`config.mk`:
```
export PLATFORM = sky130hd
export DESIGN_NAME = phy_basic_control_status_regs
export DESIGN_NICKNAME = d
export VERILOG_FILES = /design/src/hdl/phy_basic_control_status_regs.v
export VERILOG_INCLUDE_DIRS = /design/src /design/src/hdl
export SDC_FILE = /design/constraint.sdc
export NUM_CORES = 1
export LEC_CHECK = 0
export BUFFER_PORTS_ARGS = -buffer_cell sky130_fd_sc_hd__buf_2
export CORE_MARGIN = 4
export CORE_UTILIZATION = 45
export CTS_CLUSTER_SIZE = 24
export DETAILED_ROUTE_END_ITERATION = 12
export GPL_TIMING_DRIVEN = 0
export PLACE_DENSITY_LB_ADDON = 0.3
export SLEW_MARGIN = 20
export SYNTH_ARGS = -nofsm -noshare
export SYNTH_HDL_FRONTEND = slang
export SYNTH_SLANG_ARGS = --single-unit
```
`constraint.sdc`:
```
create_clock -name core_clk -period 4.1 [get_ports core_clk]
set_input_delay 0.615 -clock core_clk [delete_from_list [all_inputs] [get_ports core_clk]]
set_output_delay 0.615 -clock core_clk [all_outputs]
set_load 0.01 [all_outputs]
```
`src/hdl/phy_basic_regs_defines.vh`:
```
// Constants for the basic mode control and status register block
`ifndef PHY_BASIC_REGS_DEFINES_VH
`define PHY_BASIC_REGS_DEFINES_VH

// Register locations on the management bus
`define REG_CTRL 5'h00
`define REG_STAT 5'h01

// Control register bit positions
`define CTRL_SPD_LSB 13
`define CTRL_AN_EN 12
`define CTRL_ISOLATE 10
`define CTRL_RESTART 9
`define CTRL_DUPLEX 8
`define CTRL_COL_TEST 7
`define CTRL_SPD_MSB 6

// Control register reset values
`define CTRL_ISOLATE_RST 1'h0
`define CTRL_RESTART_RST 1'h0
`define CTRL_COL_TEST_RST 1'h0
`define CTRL_SPD_MSB_RST 1'h1
`define CTRL_SPD_LSB_RST 1'h0

// Status register: permanent ones (14:11, 8, 6, 3, 0)
`define STAT_FIXED 16'h7949

// Management frame fields
`define PRE_BITS 6'h20
`define HDR_BITS 6'h0D
`define DATA_BITS 6'h10
`define OP_WRITE 2'h1
`define OP_READ 2'h2

// Collision test timing: bit time at the fastest rate, clock period
`define BIT_TIME_PS 1000
`define CLK_PERIOD_PS 5000
`define COL_ON_MAX_BT 512
`define COL_OFF_MAX_BT 4
`define COL_ON_CYC ((`COL_ON_MAX_BT * `BIT_TIME_PS) / `CLK_PERIOD_PS)
`define COL_OFF_CYC_RAW ((`COL_OFF_MAX_BT * `BIT_TIME_PS) / `CLK_PERIOD_PS)
`define COL_OFF_CYC ((`COL_OFF_CYC_RAW < 1) ? 1 : `COL_OFF_CYC_RAW)

`endif

```
`src/hdl/phy_basic_control_status_regs.v`:
```
// Basic mode control and status registers behind the management port
//
// Notes on behaviour
// Isolate bit cuts port from MAC; the block only drives isolate, COL still follows TX_EN in collision test
// Restart bit acts only when negotiation enabled
// Restart reads 1 until negotiation starts
// Clearing restart does not disturb negotiation
// Manual duplex bit, strap reset value
// Collision test raises COL after TX_EN
// Collision test drops COL after TX_EN
// Speed MSB bit, resets to one
// Speed code 00/01/10 gives 10/100/1000
// Negotiation enabled ignores manual speed, duplex
// Control bits 5:0 read zero, ignore writes
// Status bits 15,10,9 read zero
// Status bits 14 to 11 read one
// Status bit 8 reads one
// Status bit 7 reads zero
// Preamble needed only after reset or error
// Status bit 5 shows negotiation complete
// Remote fault latches high until read
// Status bits 3 and 0 read one
// Link status latches low until read
// Jabber latches high until read
// Latches release only after read captured
`timescale 1ns/1ps
`default_nettype none
`include "phy_basic_regs_defines.vh"

module phy_basic_control_status_regs
(
   // Clock and reset
   input wire core_clk,
   input wire resetn,
   // Hardware straps
   input wire [4:0] strap_phy_addr,
   input wire strap_an_enable,
   input wire strap_full_duplex,
   // Management pins
   input wire mdc,
   input wire mdio_in,
   output reg mdio_out,
   output reg mdio_oe_n,
   // Auto-negotiation engine
   input wire an_started,
   input wire an_complete,
   input wire [1:0] an_speed,
   input wire an_full_duplex,
   output reg an_restart,
   output reg an_enable,
   // Line events
   input wire remote_fault,
   input wire link_good,
   input wire jabber,
   // MAC side
   input wire tx_en,
   output reg col,
   output reg isolate,
   output reg [1:0] speed_sel,
   output reg full_duplex
);

////////////////////////////////////////////////////////////////////////////

localparam ST_PRE = 5'h01;
localparam ST_IDLE = 5'h02;
localparam ST_HDR = 5'h04;
localparam ST_TA = 5'h08;
localparam ST_DATA = 5'h10;

reg mdc_q;
reg [4:0] state_q;
reg [5:0] cnt_q;
reg [15:0] sh_q;
reg is_read_q;
reg hit_q;
reg [4:0] reg_q;
reg [4:0] phy_addr_q;
reg drv_q;
reg [16:0] tx_q;
reg rd_rel_q;

// Control fields
reg restart_q;
reg duplex_q;
reg col_test_q;
reg spd_msb_q;
reg spd_lsb_q;

// Status fields
reg an_done_q;
reg rfault_q;
reg link_q;
reg jabber_q;

wire mdc_rise;
wire mdc_fall;
wire [12:0] hdr;
wire [15:0] wdata;
wire [15:0] ctrl_word;
wire [15:0] stat_word;
wire [1:0] hdr_op;
wire hdr_ok;
wire ctrl_wr;

assign mdc_rise = mdc & ~mdc_q;
assign mdc_fall = ~mdc & mdc_q;
assign hdr = {sh_q[11:0], mdio_in};
assign hdr_op = hdr[11:10];
assign wdata = {sh_q[14:0], mdio_in};

// Second start bit must be 1 and opcode a read or a write
assign hdr_ok = hdr[12] & ((hdr_op == `OP_READ) | (hdr_op == `OP_WRITE));

assign ctrl_wr = mdc_rise & (state_q == ST_DATA)
   & (cnt_q == `DATA_BITS - 6'h01)
   & ~is_read_q & hit_q & (reg_q == `REG_CTRL);

////////////////////////////////////////////////////////////////////////////
// Read words

// Unused bits stay zero
assign ctrl_word = {2'h0, spd_lsb_q, an_enable, 1'b0, isolate,
   restart_q, duplex_q, col_test_q, spd_msb_q, 6'h00};

// Fixed ones and zeros
assign stat_word = `STAT_FIXED
   | {10'h000, an_done_q, rfault_q, 1'b0, link_q, jabber_q, 1'b0};

function [15:0] rd_word;
   input [4:0] addr;
   input [15:0] cw;
   input [15:0] sw;
   begin
      case (addr)
         `REG_CTRL: rd_word = cw;
         `REG_STAT: rd_word = sw;
         default: rd_word = 16'h0000;
      endcase
   end
endfunction

////////////////////////////////////////////////////////////////////////////
// Management frame engine

always @(posedge core_clk)
begin
   if (!resetn)
   begin
      mdc_q <= 1'b0;
      state_q <= ST_PRE;
      cnt_q <= 6'h00;
      sh_q <= 16'h0000;
      is_read_q <= 1'b0;
      hit_q <= 1'b0;
      reg_q <= 5'h00;
      phy_addr_q <= strap_phy_addr;
      drv_q <= 1'b0;
      tx_q <= 17'h00000;
      rd_rel_q <= 1'b0;
      mdio_out <= 1'b1;
      mdio_oe_n <= 1'b1;
   end
   else
   begin
      mdc_q <= mdc;
      rd_rel_q <= 1'b0;
      if (mdc_rise)
      begin
         case (state_q)
            ST_PRE:
            begin
               // Full preamble only after reset or a bad frame
               if (!mdio_in)
                  cnt_q <= 6'h00;
               else if (cnt_q == `PRE_BITS - 6'h01)
               begin
                  cnt_q <= 6'h00;
                  state_q <= ST_IDLE;
               end
               else
                  cnt_q <= cnt_q + 6'h01;
            end
            ST_IDLE:
            begin
               // Suppressed preamble accepted here
               if (!mdio_in)
               begin
                  cnt_q <= 6'h00;
                  state_q <= ST_HDR;
               end
            end
            ST_HDR:
            begin
               sh_q <= {sh_q[14:0], mdio_in};
               cnt_q <= cnt_q + 6'h01;
               if (cnt_q == `HDR_BITS - 6'h01)
               begin
                  cnt_q <= 6'h00;
                  if (!hdr_ok)
                     state_q <= ST_PRE;
                  else
                  begin
                     is_read_q <= (hdr_op == `OP_READ);
                     hit_q <= (hdr[9:5] == phy_addr_q);
                     reg_q <= hdr[4:0];
                     state_q <= ST_TA;
                  end
               end
            end
            ST_TA:
            begin
               cnt_q <= cnt_q + 6'h01;
               if (cnt_q == 6'h00)
               begin
                  if (is_read_q & hit_q)
                  begin
                     // Word captured now, latches freed next cycle
                     tx_q <= {1'b0, rd_word(reg_q, ctrl_word, stat_word)};
                     drv_q <= 1'b1;
                     rd_rel_q <= (reg_q == `REG_STAT);
                  end
                  else if (!is_read_q & !mdio_in)
                  begin
                     cnt_q <= 6'h00;
                     state_q <= ST_PRE;
                  end
               end
               else
               begin
                  cnt_q <= 6'h00;
                  if (!is_read_q & mdio_in)
                     state_q <= ST_PRE;
                  else
                     state_q <= ST_DATA;
               end
            end
            ST_DATA:
            begin
               sh_q <= {sh_q[14:0], mdio_in};
               cnt_q <= cnt_q + 6'h01;
               if (cnt_q == `DATA_BITS - 6'h01)
               begin
                  cnt_q <= 6'h00;
                  drv_q <= 1'b0;
                  state_q <= ST_IDLE;
               end
            end
            default:
            begin
               cnt_q <= 6'h00;
               state_q <= ST_PRE;
            end
         endcase
      end
      // Turnaround zero then data, changed on the falling edge
      if (mdc_fall)
      begin
         if (drv_q)
         begin
            mdio_oe_n <= 1'b0;
            mdio_out <= tx_q[16];
            tx_q <= {tx_q[15:0], 1'b0};
         end
         else
         begin
            mdio_oe_n <= 1'b1;
            mdio_out <= 1'b1;
         end
      end
   end
end

////////////////////////////////////////////////////////////////////////////
// Control register and mode outputs

always @(posedge core_clk)
begin
   if (!resetn)
   begin
      isolate <= `CTRL_ISOLATE_RST;
      restart_q <= `CTRL_RESTART_RST;
      an_restart <= 1'b0;
      an_enable <= strap_an_enable;
      duplex_q <= strap_full_duplex;
      col_test_q <= `CTRL_COL_TEST_RST;
      spd_msb_q <= `CTRL_SPD_MSB_RST;
      spd_lsb_q <= `CTRL_SPD_LSB_RST;
      speed_sel <= 2'h0;
      full_duplex <= 1'b0;
      col <= 1'b0;
   end
   else
   begin
      an_restart <= 1'b0;
      if (ctrl_wr)
      begin
         isolate <= wdata[`CTRL_ISOLATE];
         an_enable <= wdata[`CTRL_AN_EN];
         duplex_q <= wdata[`CTRL_DUPLEX];
         col_test_q <= wdata[`CTRL_COL_TEST];
         spd_msb_q <= wdata[`CTRL_SPD_MSB];
         spd_lsb_q <= wdata[`CTRL_SPD_LSB];
         // Writing 0 only clears the readback
         restart_q <= wdata[`CTRL_RESTART] & wdata[`CTRL_AN_EN];
         an_restart <= wdata[`CTRL_RESTART] & wdata[`CTRL_AN_EN];
      end
      else if (an_started)
         restart_q <= 1'b0;
      // Manual settings used only with negotiation off
      if (an_enable)
      begin
         speed_sel <= an_speed;
         full_duplex <= an_full_duplex;
      end
      else
      begin
         speed_sel <= {spd_msb_q, spd_lsb_q};
         full_duplex <= duplex_q;
      end
      // One cycle each way: inside the on limit, but one 5000 ps cycle is longer than the 4 bit time off limit
      col <= col_test_q & tx_en;
   end
end

////////////////////////////////////////////////////////////////////////////
// Status latches

always @(posedge core_clk)
begin
   if (!resetn)
   begin
      an_done_q <= 1'b0;
      rfault_q <= 1'b0;
      link_q <= 1'b0;
      jabber_q <= 1'b0;
   end
   else
   begin
      an_done_q <= an_complete;
      // New event wins over release
      if (remote_fault)
         rfault_q <= 1'b1;
      else if (rd_rel_q)
         rfault_q <= 1'b0;
      if (jabber)
         jabber_q <= 1'b1;
      else if (rd_rel_q)
         jabber_q <= 1'b0;
      if (!link_good)
         link_q <= 1'b0;
      else if (rd_rel_q)
         link_q <= 1'b1;
   end
end

endmodule // phy_basic_control_status_regs

`default_nettype wire

```
Word level (Yosys, flattened, before mapping)
Index checks and enable logic that the tools add are counted.
{"block": "word_totals", "reg_bits": 74, "latchBits": 0, "ram_bits": 0, "romBits": 0, "out_inout_bits": 9, "memories": 0}
{"block": "classes", "add_sub_neg": 1, "n_mul": 0, "n_div": 0, "n_lt_le_gt_ge": 0, "eq_ne": 22, "n_shift": 0, "mux": 44, "bitwise": 17, "reduce_logical": 17}
{"operator": "two-way mux 17 bit", "n": 6}
{"operator": "two-way mux 6 bit", "n": 8}
{"operator": "two-way mux 5 bit", "n": 9}
{"operator": "case mux 15 bit (2 select lines)", "n": 1}
{"operator": "case mux 6 bit (5 select lines)", "n": 1}
{"operator": "case mux 5 bit (5 select lines)", "n": 1}
{"operator": "two-way mux 1 bit", "n": 15}
{"operator": "AND 1 bit", "n": 13}
{"operator": "== test 6 x 4 -> 1 bit (second input constant)", "n": 2}
{"operator": "!= test 2 bit (second input constant)", "n": 6}
{"operator": "== test 5 x 1 -> 1 bit (second input constant)", "n": 2}
{"operator": "AND reduction 5 bit", "n": 2}
{"operator": "AND reduction 2 bit", "n": 4}
{"operator": "AND reduction 8 bit", "n": 1}
{"operator": "nonzero test 2 bit", "n": 4}
{"operator": "adder 6 x 1 -> 6 bit (second input constant)", "n": 1}
{"operator": "== test 6 x 5 -> 1 bit (second input constant)", "n": 1}
{"operator": "logical NOT 6 bit", "n": 1}
{"operator": "!= test 3 bit (second input constant)", "n": 2}
{"operator": "== test 5 x 2 -> 1 bit (second input constant)", "n": 1}
{"operator": "== test 5 x 3 -> 1 bit (second input constant)", "n": 1}
{"operator": "== test 5 x 4 -> 1 bit (second input constant)", "n": 1}
{"operator": "== test 5 bit", "n": 1}
{"operator": "== test 5 bit (second input constant)", "n": 1}
{"operator": "other kinds (12)", "n": 16}

Depth between registers and ports, before layout
Gate-level depths: netlist of run 1.
{"block": "depth", "depth_word": 9, "depth_mapped": 9, "depth_no_buf": 7}

Worst setup path before layout of run 1
OpenSTA, ideal clock, no wires.
{"block": "synth_timing", "path_type": "in2reg", "start": "input port mdc", "end": "register state_q[0]", "setup_ns": 0.120, "t_arrival_ns": 1.870, "setup_slack_ns": 2.111, "cell_stages": 6, "path_buffers": 1, "path_cell_list": "nand2b_1 clkbuf_1 a31oi_4 o2111ai_2 a41o_2 o31a_1"}
{"block": "synth_between", "elab_chain_len": 2}
{"item": "start, declared", "line_no": "phy_basic_control_status_regs.v:40", "rtl": "input wire mdc,"}
{"item": "AND 1 bit", "line_no": "phy_basic_control_status_regs.v:106", "rtl": "assign mdc_rise = mdc & ~mdc_q;"}
{"item": "AND reduction 8 bit (no source line)"}
{"item": "end signal, assigned", "line_no": "phy_basic_control_status_regs.v:151", "rtl": "state_q <= ST_PRE;"}
{"item": "end signal, assigned", "line_no": "phy_basic_control_status_regs.v:179", "rtl": "state_q <= ST_IDLE;"}
{"item": "end signal, assigned", "line_no": "phy_basic_control_status_regs.v:190", "rtl": "state_q <= ST_HDR;"}
{"item": "end, declared", "line_no": "phy_basic_control_status_regs.v:72", "rtl": "reg [4:0] state_q;"}
No other way between the ends.
A chain may end at the register's enable or synchronous reset.

Final worst setup path of run 1
{"block": "layout_timing", "start": "register cnt_q[0]", "end": "register tx_q[16]"}
{"block": "layout_between", "elab_chain_len": 6}
{"item": "start, declared", "line_no": "phy_basic_control_status_regs.v:73", "rtl": "reg [5:0] cnt_q;"}
{"item": "start signal, assigned", "line_no": "phy_basic_control_status_regs.v:182", "rtl": "cnt_q <= cnt_q + 6'h01;"}
{"item": "start signal, assigned", "line_no": "phy_basic_control_status_regs.v:196", "rtl": "cnt_q <= cnt_q + 6'h01;"}
{"item": "start signal, assigned", "line_no": "phy_basic_control_status_regs.v:213", "rtl": "cnt_q <= cnt_q + 6'h01;"}
{"item": "logical NOT 6 bit *", "line_no": "phy_basic_control_status_regs.v:214", "rtl": "if (cnt_q == 6'h00)"}
{"item": "two-way mux 17 bit *", "line_no": "phy_basic_control_status_regs.v:214"}
{"item": "two-way mux 17 bit *", "line_no": "phy_basic_control_status_regs.v:170", "rtl": "case (state_q)"}
{"item": "two-way mux 17 bit *", "line_no": "phy_basic_control_status_regs.v:168", "rtl": "if (mdc_rise)"}
{"item": "two-way mux 17 bit", "line_no": "phy_basic_control_status_regs.v:259", "rtl": "if (drv_q)"}
{"item": "two-way mux 17 bit *", "line_no": "phy_basic_control_status_regs.v:257", "rtl": "if (mdc_fall)"}
{"item": "end signal, assigned", "line_no": "phy_basic_control_status_regs.v:219", "rtl": "tx_q <= {1'b0, rd_word(reg_q, ctrl_word, stat_word)};"}
{"item": "end signal, assigned", "line_no": "phy_basic_control_status_regs.v:263", "rtl": "tx_q <= {tx_q[15:0], 1'b0};"}
{"item": "end, declared", "line_no": "phy_basic_control_status_regs.v:80", "rtl": "reg [16:0] tx_q;"}
Every way passes the cells marked *; elsewhere a longest branch is shown, timed or not.

==> flow_summary.json, run 1 <==
{
  "cts_max_path_buffers": 2,
  "cts_tree": "built",
  "start_util": 0.463,
  "setup_violations": 0,
  "total_leakage_power_nw": 1.34,
  "insertion_delay_ns": 0.35,
  "dr_total_vias": 2798,
  "crit_path_frequent_cell": "buf_6",
  "ant_nets": 0,
  "multi_input_area_sq_mm": 0.00165,
  "post_drt_wl_per_cell_um": 14.7,
  "nets": 422,
  "fillCellCount": 696,
  "register_area_sq_mm": 0.00155,
  "port_buffers": 26,
  "clk_root_buffer_cell": "clkbuf_8",
  "cts.clk_slew.worst_paths_ns": 0.08,
  "worstPathArrival_ns": 2.39,
  "slowest_delay_ns": 0.43,
  "ys_warn_count": 0,
  "gp_congestion": 0.824,
  "drc_errors": 0,
  "track_usage": 0.178,
  "cts_inserted_buffers": 9,
  "crit_family": "simple AND/OR/NAND/NOR gates",
  "dieArea_sq_mm": 0.00891,
  "ios": 29,
  "die_x_um": 94.4,
  "synth.avg_cell_area_sq_um": 9.27,
  "cts_hold_buf": 0,
  "synth_cell_type_count": 59,
  "ys_seq_area_frac": 0.462,
  "crit_chain": "inv_1, ha_1, nor2b_1, nand4_2, or3_1, buf_6, buf_6, nand3_1, a21oi_1",
  "fin_crit_sh": 0.531,
  "cts.sinks": 74,
  "ir_worst_vdd_uv": 312,
  "timing_worst_setup_path_type": "reg -> reg",
  "synth_edf_count": 7,
  "critPathMaxFanout": 10,
  "synth_area_sq_mm": 0.00336,
  "netlist.area_leader.share": 0.400,
  "rows": 31,
  "finalClockSkew_ns": 0.00672,
  "slew_headroom": 0.577,
  "vias_per_cell": 5.56,
  "wl_um": 7380,
  "async_reset_ff_frac": 0,
  "synth-main-ff-cell": "dfxtp_1",
  "clock.fmax_ghz": 0.460,
  "final_hold_viol_count": 0,
  "finish.utilization": 0.522,
  "endpoint_kind": "flip-flop",
  "synth-seq-cells": 74,
  "cp-start-kind": "flip-flop",
  "holdWs_ns": 0.437,
  "syn_nets": 385,
  "setup_tns_ns": 0,
  "rsz0062_at_grt": "false",
  "drive_gt1_frac": 0.168,
  "worst_pin_slew_ns": 0.634,
  "synth_top_area_cell": "dfxtp_1",
  "drv_slew": 0,
  "critPathRequiredTime_ns": 4.31,
  "antenna_found_initial": 0,
  "grt-ovfl-total": 0,
  "dr.pass1.iters": 4,
  "hold_class": "in -> reg",
  "areaGrowthSynthToFinish_pct": 12.9,
  "post_cts_buffers": 0,
  "insertedDiodeCount": 0,
  "dp_hpwl_um": 5190,
  "syn_inst": 362,
  "ys_top_cells_by_area": "dfxtp_1, mux2i_1, edfxtp_1, nor2_1, nand2_1",
  "core-area_sq_mm": 0.00725,
  "critPathBufInv": 3,
  "grt_pass1_vias": 2600,
  "post_cts_resized": 0,
  "post-route-min-period_ns": 2.18,
  "ys_top_cells_by_count": "dfxtp_1, nor2_1, nand2_1",
  "grt_pass1_wl_um": 12400,
  "grt_max_degree": 15,
  "fp.dieH_um": 94.4,
  "cts_max_level": 3,
  "post-synth-top-count-cell": "dfxtp_1",
  "cp_slowest_cell": "or3_1",
  "drt_iter0_markers": 154,
  "powerDensity_mw_per_mm2": 350,
  "status": "finished clean",
  "max_cap_viol_count": 0
}
[per-stage QoR]
stage | std cells | setup WS, ns | total power [mW] | cell area, sq um
after floorplan | 362 | 2.11 | 0.802 | 3360
after global placement | 487 | 1.69 | 0.825 | 3610
after detailed placement | 487 | 1.68 | 0.826 | 3610
after CTS | 503 | 1.92 | 1.34 | 3790
after global routing | 503 | 1.67 | 1.38 | 3790
final | 503 | 1.92 | 1.32 | 3790
[state kept, by name (all words and copies together), names as in the netlist, 2 cells and up]
| name | cells |
|---|---|
| speed_sel | 2 |
| phy_addr_q | 5 |
| state_q | 5 |
| tx_q | 17 |
| reg_q | 5 |
| cnt_q | 6 |
| sh_q | 13 |
[final timing paths]
path                                           endpoint  depth (start not counted)  slack (ns)                   from
worst min-delay path            phy_addr_q[2]$_DFFE_PN_                          1        0.44      strap_phy_addr[2]
worst max-delay path                tx_q[16]$_SDFF_PN0_                          9        1.92  cnt_q[0]$_SDFFE_PN0P_
worst max register to register      tx_q[16]$_SDFF_PN0_                          9        1.92  cnt_q[0]$_SDFFE_PN0P_
worst min register to register      tx_q[16]$_SDFF_PN0_                          2        0.47    tx_q[16]$_SDFF_PN0_
[cell usage in the layout (no fill, tap or decap), types with 4 or more instances in the layout]
master and instances:
edfxtp_1 7, buf_2 32, inv_1 8, nand4_1 10
o211ai_1 8, dfxtp_1 67, nor2_1 40, clkbuf_8 9
o21ai_0 20, nand2_1 33, o21ai_1 4, nand3_1 11
a31oi_1 11, xnor2_1 5, clkbuf_1 14, nor2b_1 6
a21oi_1 18, mux2i_1 28
[power breakdown]
group	total (mW)	internal [mW]	switching, mW
clock	0.515	0.223	0.292
combinational	0.0630	0.0243	0.0387
sequential	0.747	0.740	0.00627
[per-layer routing]
metal / share of wire / track usage / vias to the layer above / wire length (um)
met5: 0 / 0 / - / 0
met4: 0.0069 / 0.0385 / 0 / 51
met2: 0.48 / 0.286 / 46 / 3510
li1: - / - / 1379 / -
met3: 0.037 / 0.0582 / 6 / 270
met1: 0.48 / 0.236 / 1367 / 3550
[cell families after synthesis]
| family | synth area share |
|---|---|
| compound gates | 0.158 |
| xor+xnor | 0.0209 |
| fa+ha+maj | 0.0112 |
| buf+inv | 0.0470 |
| flops | 0.462 |
| mux | 0.0902 |
| simple gates | 0.210 |
[cell type report]
type	instances	share of cell area
clock inverters	7	0.0142
multi-input cells	255	0.435
clock buffers	9	0.0327
well taps	99	0.0327
inverters	8	0.00793
plain buffers	25	0.0337
repair buffers	26	0.0343
flip-flops and latches	74	0.410
Note: power is estimated with default switching activity, not from simulation.
==> run 2, diff against run 1 <==
--- a/config.mk
+++ b/config.mk
@@ -6,6 +6,7 @@
 export SDC_FILE = /design/constraint.sdc
 export NUM_CORES = 1
 export LEC_CHECK = 0
+export ABC_AREA = 1
 export BUFFER_PORTS_ARGS = -buffer_cell sky130_fd_sc_hd__buf_2
 export CORE_MARGIN = 4
 export CORE_UTILIZATION = 45
==> constraint.sdc (replaced) <==
create_clock -name core_clk -period 1.75 [get_ports core_clk]
set_input_delay 0.2625 -clock core_clk [delete_from_list [all_inputs] [get_ports core_clk]]
set_output_delay 0.2625 -clock core_clk [all_outputs]
set_load 0.01 [all_outputs]
==> run 2 against run 1 <==
Effect of this change: via count increased by 11%; clock skew increased by 0.0076 ns; critical path depth increased by 1; core utilization increased by 1.8 points; clock power increased to 2.6 times the previous value; count of clock-buffer cells in the layout unchanged; hold slack got worse by 0.36 ns; largest power group unchanged; global-route usage increased by 0.50 points; sequential share of layout area decreased by 1.9 points; largest cell class unchanged; combinational power increased to 18 times the previous value.
==> flow_summary.json, run 2 <==
{
  "ir_worst_vdd_uv": 463,
  "setup_violations": 0,
  "drv_slew": 0,
  "critPathMaxFanout": 5,
  "r2r_slack_ns": 0.12,
  "synthMuxAreaShare": 0,
  "clk_root_buffer_cell": "clkbuf_8",
  "vias_per_cell": 5.04,
  "regMostFlops": "tx_q",
  "hold_class": "in -> reg",
  "netlist.area_leader.share": 0.386,
  "dp_hpwl_um": 5780,
  "dr.pass1.iters": 5,
  "die_x_um": 95.9,
  "syn_inst": 474,
  "grt-ovfl-total": 0,
  "setup_tns_ns": 0,
  "dpl.cell_count": 600,
  "synth-compound-area-share": 0.160,
  "status": "finished clean",
  "mostFrequentLayoutCells": "nand2_1, nor2_1, dfxtp_1",
  "synth-simple-area-share": 0.286,
  "grt_pass1_vias": 2907,
  "ys_top_cells_by_area": "dfxtp_1, nand2_1, o21ai_0, nor2_1, inv_1",
  "drive_gt1_frac": 0.181,
  "ys_seq_area_frac": 0.446,
  "drc_errors": 0,
  "synth_edf_count": 7,
  "cts.sinks": 74,
  "synth_cell_type_count": 35,
  "ios": 29,
  "cp_slowest_cell": "dfxtp_1",
  "syn_nets": 497,
  "synth-main-ff-cell": "dfxtp_1",
  "gp_congestion": 0.882,
  "largest_registers": "tx_q (17), sh_q (13), cnt_q (6)",
  "synth_top_area_cell": "dfxtp_1",
  "post-synth-top-count-cell": "nand2_1",
  "core-area_sq_mm": 0.00737,
  "port_buffers": 27,
  "cts.clk_slew.worst_paths_ns": 0.08,
  "post-route-min-period_ns": 1.63,
  "cts_hold_buf": 0,
  "post_drt_wl_per_cell_um": 12.6,
  "crit_chain": "inv_1, ha_1, nand2_1, nor2_2, nor2_1, nor2_4, nand2_2, nor2_2, nor2_1, nor2_1",
  "track_usage": 0.183,
  "cp-start-kind": "flip-flop",
  "synth_adder_area_share": 0.0108,
  "synth-seq-cells": 74,
  "dieArea_sq_mm": 0.00920,
  "critPathRequiredTime_ns": 2.05,
  "dr_total_vias": 3117,
  "insertion_delay_ns": 0.37,
  "slew_headroom": 0.413,
  "antenna_found_initial": 0,
  "wl_um": 7810,
  "synth_area_sq_mm": 0.00348,
  "drt_iter0_markers": 129,
  "endpoint_kind": "flip-flop",
  "ys_top_cells_by_count": "nand2_1, nor2_1, dfxtp_1",
  "powerDensity_mw_per_mm2": 1110,
  "finish.utilization": 0.541,
  "holdWs_ns": 0.0777,
  "cts_max_level": 3,
  "max_cap_viol_count": 0,
  "fin_crit_sh": 0.931,
  "start_util": 0.472,
  "rows": 31,
  "ys_warn_count": 0,
  "rsz0062_at_grt": "true",
  "ant_nets": 0,
  "areaGrowthSynthToFinish_pct": 14.6,
  "setup_slack_ns": 0.121,
  "synth_top_family_by_area": "simple AND/OR/NAND/NOR gates",
  "largest_reg_flops": 17,
  "clock.fmax_ghz": 0.614,
  "synthXorXnorAreaFrac": 0.0126,
  "crit_path_frequent_cell": "nor2_1",
  "cts_inserted_buffers": 9,
  "worst_pin_slew_ns": 0.881,
  "fp.dieH_um": 95.9,
  "nets": 538,
  "cts_max_path_buffers": 2,
  "async_reset_ff_frac": 0,
  "cts_tree": "built",
  "final_common_cell": "nand2_1",
  "synth.avg_cell_area_sq_um": 7.34,
  "finalClockSkew_ns": 0.0143,
  "insertedDiodeCount": 0,
  "timing_worst_setup_path_type": "reg -> reg",
  "grt_max_degree": 15,
  "post_layout_nonfiller_instances": 619,
  "worstPathArrival_ns": 1.93,
  "fillCellCount": 753,
  "slowest_delay_ns": 0.33,
  "grt_pass1_wl_um": 12900,
  "final_hold_viol_count": 0,
  "dp_worst_setup_slack_ns": 0.0717,
  "total_leakage_power_nw": 1.77
}
run 2: changes by cell type after synthesis, sizes merged, moves of 5 or more:
| cell | previous run | this run |
|---|---|---|
| inv | 8 | 65 |
| nand2 | 33 | 88 |
| nor2 | 40 | 86 |
| o21ai | 25 | 57 |
| mux2i | 28 | 0 |
| nand3 | 11 | 31 |
| a21oi | 20 | 39 |
| a31oi | 12 | 0 |
| clkbuf | 14 | 5 |
| o211ai | 8 | 1 |
| buf | 11 | 5 |
| nor2b | 6 | 0 |
| nand4 | 11 | 6 |
run 2: area by class of cell:
type	count	area [sq um]	share of cell area
Tap cell	99	124	0.0311
Sequential cell	74	1550	0.390
Multi-Input combinational cell	325	1660	0.416
Buffer	10	50.0	0.0126
Clock inverter	7	73.8	0.0185
Clock buffer	9	124	0.0311
Inverter	65	244	0.0612
Timing Repair Buffer	30	158	0.0396
run 2: worst max-delay path, delay by kind of cell, from the launching register on:
family                     cells  cell delay, ns
and+or+nand+nor                8            0.96
adders and majority gates      1            0.19
buffers and inverters          1            0.09
DFF                            1            0.33
run 2: final timing paths:
check,cells after the start,startpoint,end
setup reg to reg,10,cnt_q[0]$_SDFFE_PN0P_,state_q[2]$_SDFFE_PN0P_
hold / removal,1,strap_phy_addr[2],phy_addr_q[2]$_DFFE_PN_
hold reg to reg,2,col_test_q$_SDFFE_PN0P_,col$_SDFF_PN0_
setup / recovery,10,cnt_q[0]$_SDFFE_PN0P_,state_q[2]$_SDFFE_PN0P_
run 2: through the flow:
step	power, mW	area, sq um
finish	4.43	3980
global route	4.71	3980
CTS	4.42	3930
detailed placement	3.07	3740
global placement	3.05	3740
floorplan	2.82	3480
run 2: where the power goes:
group	total, mW	internal [mW]	leakage (nW)	switching, mW
sequential	1.94	1.82	0.613	0.116
clock	1.36	0.666	0.0966	0.689
combinational	1.14	0.373	1.06	0.765
run 2: kinds of logic after synthesis:
family,Yosys count
AOI/OAI and AO/OA,102
xor gates and xnor gates,5
and+or+nand+nor,215
buffers and inverters,75
DFF,74
adders and majority gates,3
run 2: repair_timing:
item	in CTS	in global routing
gates resized for setup	0	9
setup endpoints to repair	0	20
buffers inserted	0	3
run 2: routing by layer:
layer  GRT usage  routed length (um)  up-vias
met5           0                   0        -
met4      0.0640                  59        0
met3      0.0461                 338        7
met2       0.314                3880       58
met1       0.223                3530     1441
li1            -                   -     1611
==> run 3, diff against run 2 <==
--- a/config.mk
+++ b/config.mk
@@ -12,8 +12,7 @@
 export CORE_UTILIZATION = 45
 export CTS_CLUSTER_SIZE = 24
 export DETAILED_ROUTE_END_ITERATION = 12
-export GPL_TIMING_DRIVEN = 0
-export PLACE_DENSITY_LB_ADDON = 0.3
+export PLACE_DENSITY = 0.64
 export SLEW_MARGIN = 20
 export SYNTH_ARGS = -nofsm -noshare
 export SYNTH_HDL_FRONTEND = slang
==> run 3 against run 2 <==
Effect of this change: wire length down 2.2%; clock power down 7%; maximum frequency up 2.5%; global-route usage down 0.57 points; cell count up 0.16%; sequential share of layout area down 0.62 points; hold slack better by 0.0055 ns; register-to-register slack better by 0.04 ns; clock skew about the same.
==> flow_summary.json, run 3 (synthesized netlist as in run 2, its figures left out) <==
{
  "grt_max_degree": 27,
  "clock.fmax_ghz": 0.629,
  "max_cap_viol_count": 0,
  "hold_class": "in -> reg",
  "drt_iter0_markers": 102,
  "fin_crit_sh": 0.908,
  "cts_hold_buf": 0,
  "cts_max_level": 3,
  "post_drt_wl_per_cell_um": 12.3,
  "track_usage": 0.178,
  "drv_slew": 0,
  "dr_total_vias": 3089,
  "slew_headroom": 0.796,
  "switchingPower_mw": 1.58,
  "seqPwrFrac": 0.441,
  "cts_tree": "built",
  "fp.dieH_um": 95.9,
  "total_leakage_power_nw": 1.78,
  "rows": 31,
  "final_hold_viol_count": 0,
  "antenna_found_initial": 0,
  "power_frac_clock": 0.287,
  "critPathRequiredTime_ns": 2.00,
  "p_int_mw": 2.82,
  "cp-start-kind": "flip-flop",
  "dpl.cell_count": 599,
  "cts_max_path_buffers": 2,
  "clk_root_buffer_cell": "clkbuf_8",
  "p_sw_frac": 0.359,
  "grt_pass1_wl_um": 12700,
  "mostFrequentLayoutCells": "nand2_1, nor2_1, dfxtp_1",
  "ios": 29,
  "grt_pass1_vias": 2881,
  "regMostFlops": "tx_q",
  "endpoint_kind": "flip-flop",
  "drive_gt1_frac": 0.203,
  "setup_slack_ns": 0.160,
  "dp_worst_setup_slack_ns": 0.0577,
  "ir_worst_vdd_uv": 656,
  "dp_hpwl_um": 5560,
  "fillCellCount": 760,
  "final_common_cell": "nand2_1",
  "critPathMaxFanout": 8,
  "nets": 539,
  "worstPathArrival_ns": 1.84,
  "port_buffers": 28,
  "worst_pin_slew_ns": 0.305,
  "cts.clk_slew.worst_paths_ns": 0.09,
  "core-area_sq_mm": 0.00737,
  "insertion_delay_ns": 0.36,
  "crit_chain": "inv_1, ha_4, nand3_2, nor2_4, nand2_8, nor2_4, o21ai_0, nand2_1, o21ai_0",
  "largest_registers": "tx_q (17), sh_q (13), cnt_q (6)",
  "setup_violations": 0,
  "ant_nets": 0,
  "slowest_delay_ns": 0.34,
  "dr.pass1.iters": 5,
  "gp_congestion": 0.828,
  "grt-ovfl-total": 0,
  "dpl_cell_area_sq_mm": 0.00375,
  "vias_per_cell": 4.98,
  "timing_worst_setup_path_type": "reg -> reg",
  "final_area_sq_mm": 0.00405,
  "combPwrFrac": 0.272,
  "start_util": 0.472,
  "die_x_um": 95.9,
  "areaGrowthSynthToFinish_pct": 16.3,
  "post_layout_nonfiller_instances": 620,
  "status": "finished clean",
  "drc_errors": 0,
  "cp_slowest_cell": "dfxtp_1",
  "cts.sinks": 74,
  "finalClockSkew_ns": 0.0139,
  "wl_um": 7640,
  "largest_reg_flops": 17,
  "powerDensity_mw_per_mm2": 1090,
  "dieArea_sq_mm": 0.00920,
  "finish.utilization": 0.549,
  "cts_inserted_buffers": 9,
  "insertedDiodeCount": 0,
  "post-route-min-period_ns": 1.59
}
==> run 3: through the flow <==
step / TNS (ns) / hold WS [ns] / power, mW
floorplan: 0 / 0.356 / 2.82
global placement: 0 / 0.419 / 3.08
detailed placement: 0 / 0.423 / 3.08
CTS: 0 / 0.0725 / 4.34
global route: -0.0303 / 0.0631 / 4.69
finish: 0 / 0.0832 / 4.40
==> run 3: worst paths after layout <==
path | startpoint | end | slack (ns) | cells after the start
worst max register to register | cnt_q[0]$_SDFFE_PN0P_ | tx_q[8]$_SDFF_PN0_ | 0.16 | 9
worst max-delay path | cnt_q[0]$_SDFFE_PN0P_ | tx_q[8]$_SDFF_PN0_ | 0.16 | 9
worst min-delay path | strap_phy_addr[0] | phy_addr_q[0]$_DFFE_PN_ | 0.08 | 1
worst min register to register | col_test_q$_SDFFE_PN0P_ | col$_SDFF_PN0_ | 0.43 | 2
==> run 3: cell type report <==
class	count	area (sq um)	area share
multi-input combinational	325	1700	0.420
sequential	74	1550	0.384
inverter	65	244	0.0603
timing repair buffer	41	238	0.0588
clock buffer	11	151	0.0374
tap	99	124	0.0306
clock inverter	5	35.0	0.00866
==> run 3: power groups by stage <==
stage	clock network [mW]	registers (mW)	logic (mW)
2_1_floorplan	0	1.96	0.864
3_3_place_gp	0	1.98	1.10
3_5_place_dp	0	1.98	1.10
4_1_cts	1.29	1.94	1.11
5_1_grt	1.37	1.96	1.37
6_report	1.26	1.94	1.19
==> run 3: what timing repair did <==
item,CTS,global route
resized for setup,0,21
endpoints found under the setup margin,0,23
setup buffers,0,5
==> run 3: worst max-delay path, delay by kind of cell (launching register included) <==
kind | cells | cell delay (ns)
buffers and inverters | 1 | 0.12
flip-flops | 1 | 0.34
AND/OR/NAND/NOR | 5 | 0.69
AO/OA/AOI/OAI | 2 | 0.17
adder cells (fa/ha/maj) | 1 | 0.16
==> run 3: routing by layer <==
layer,GRT usage,wire length [um],vias up
met1,0.222,3520,1428
met2,0.303,3760,35
met3,0.0446,253,11
met5,0,0,-
met4,0.0498,104,0
li1,-,-,1615
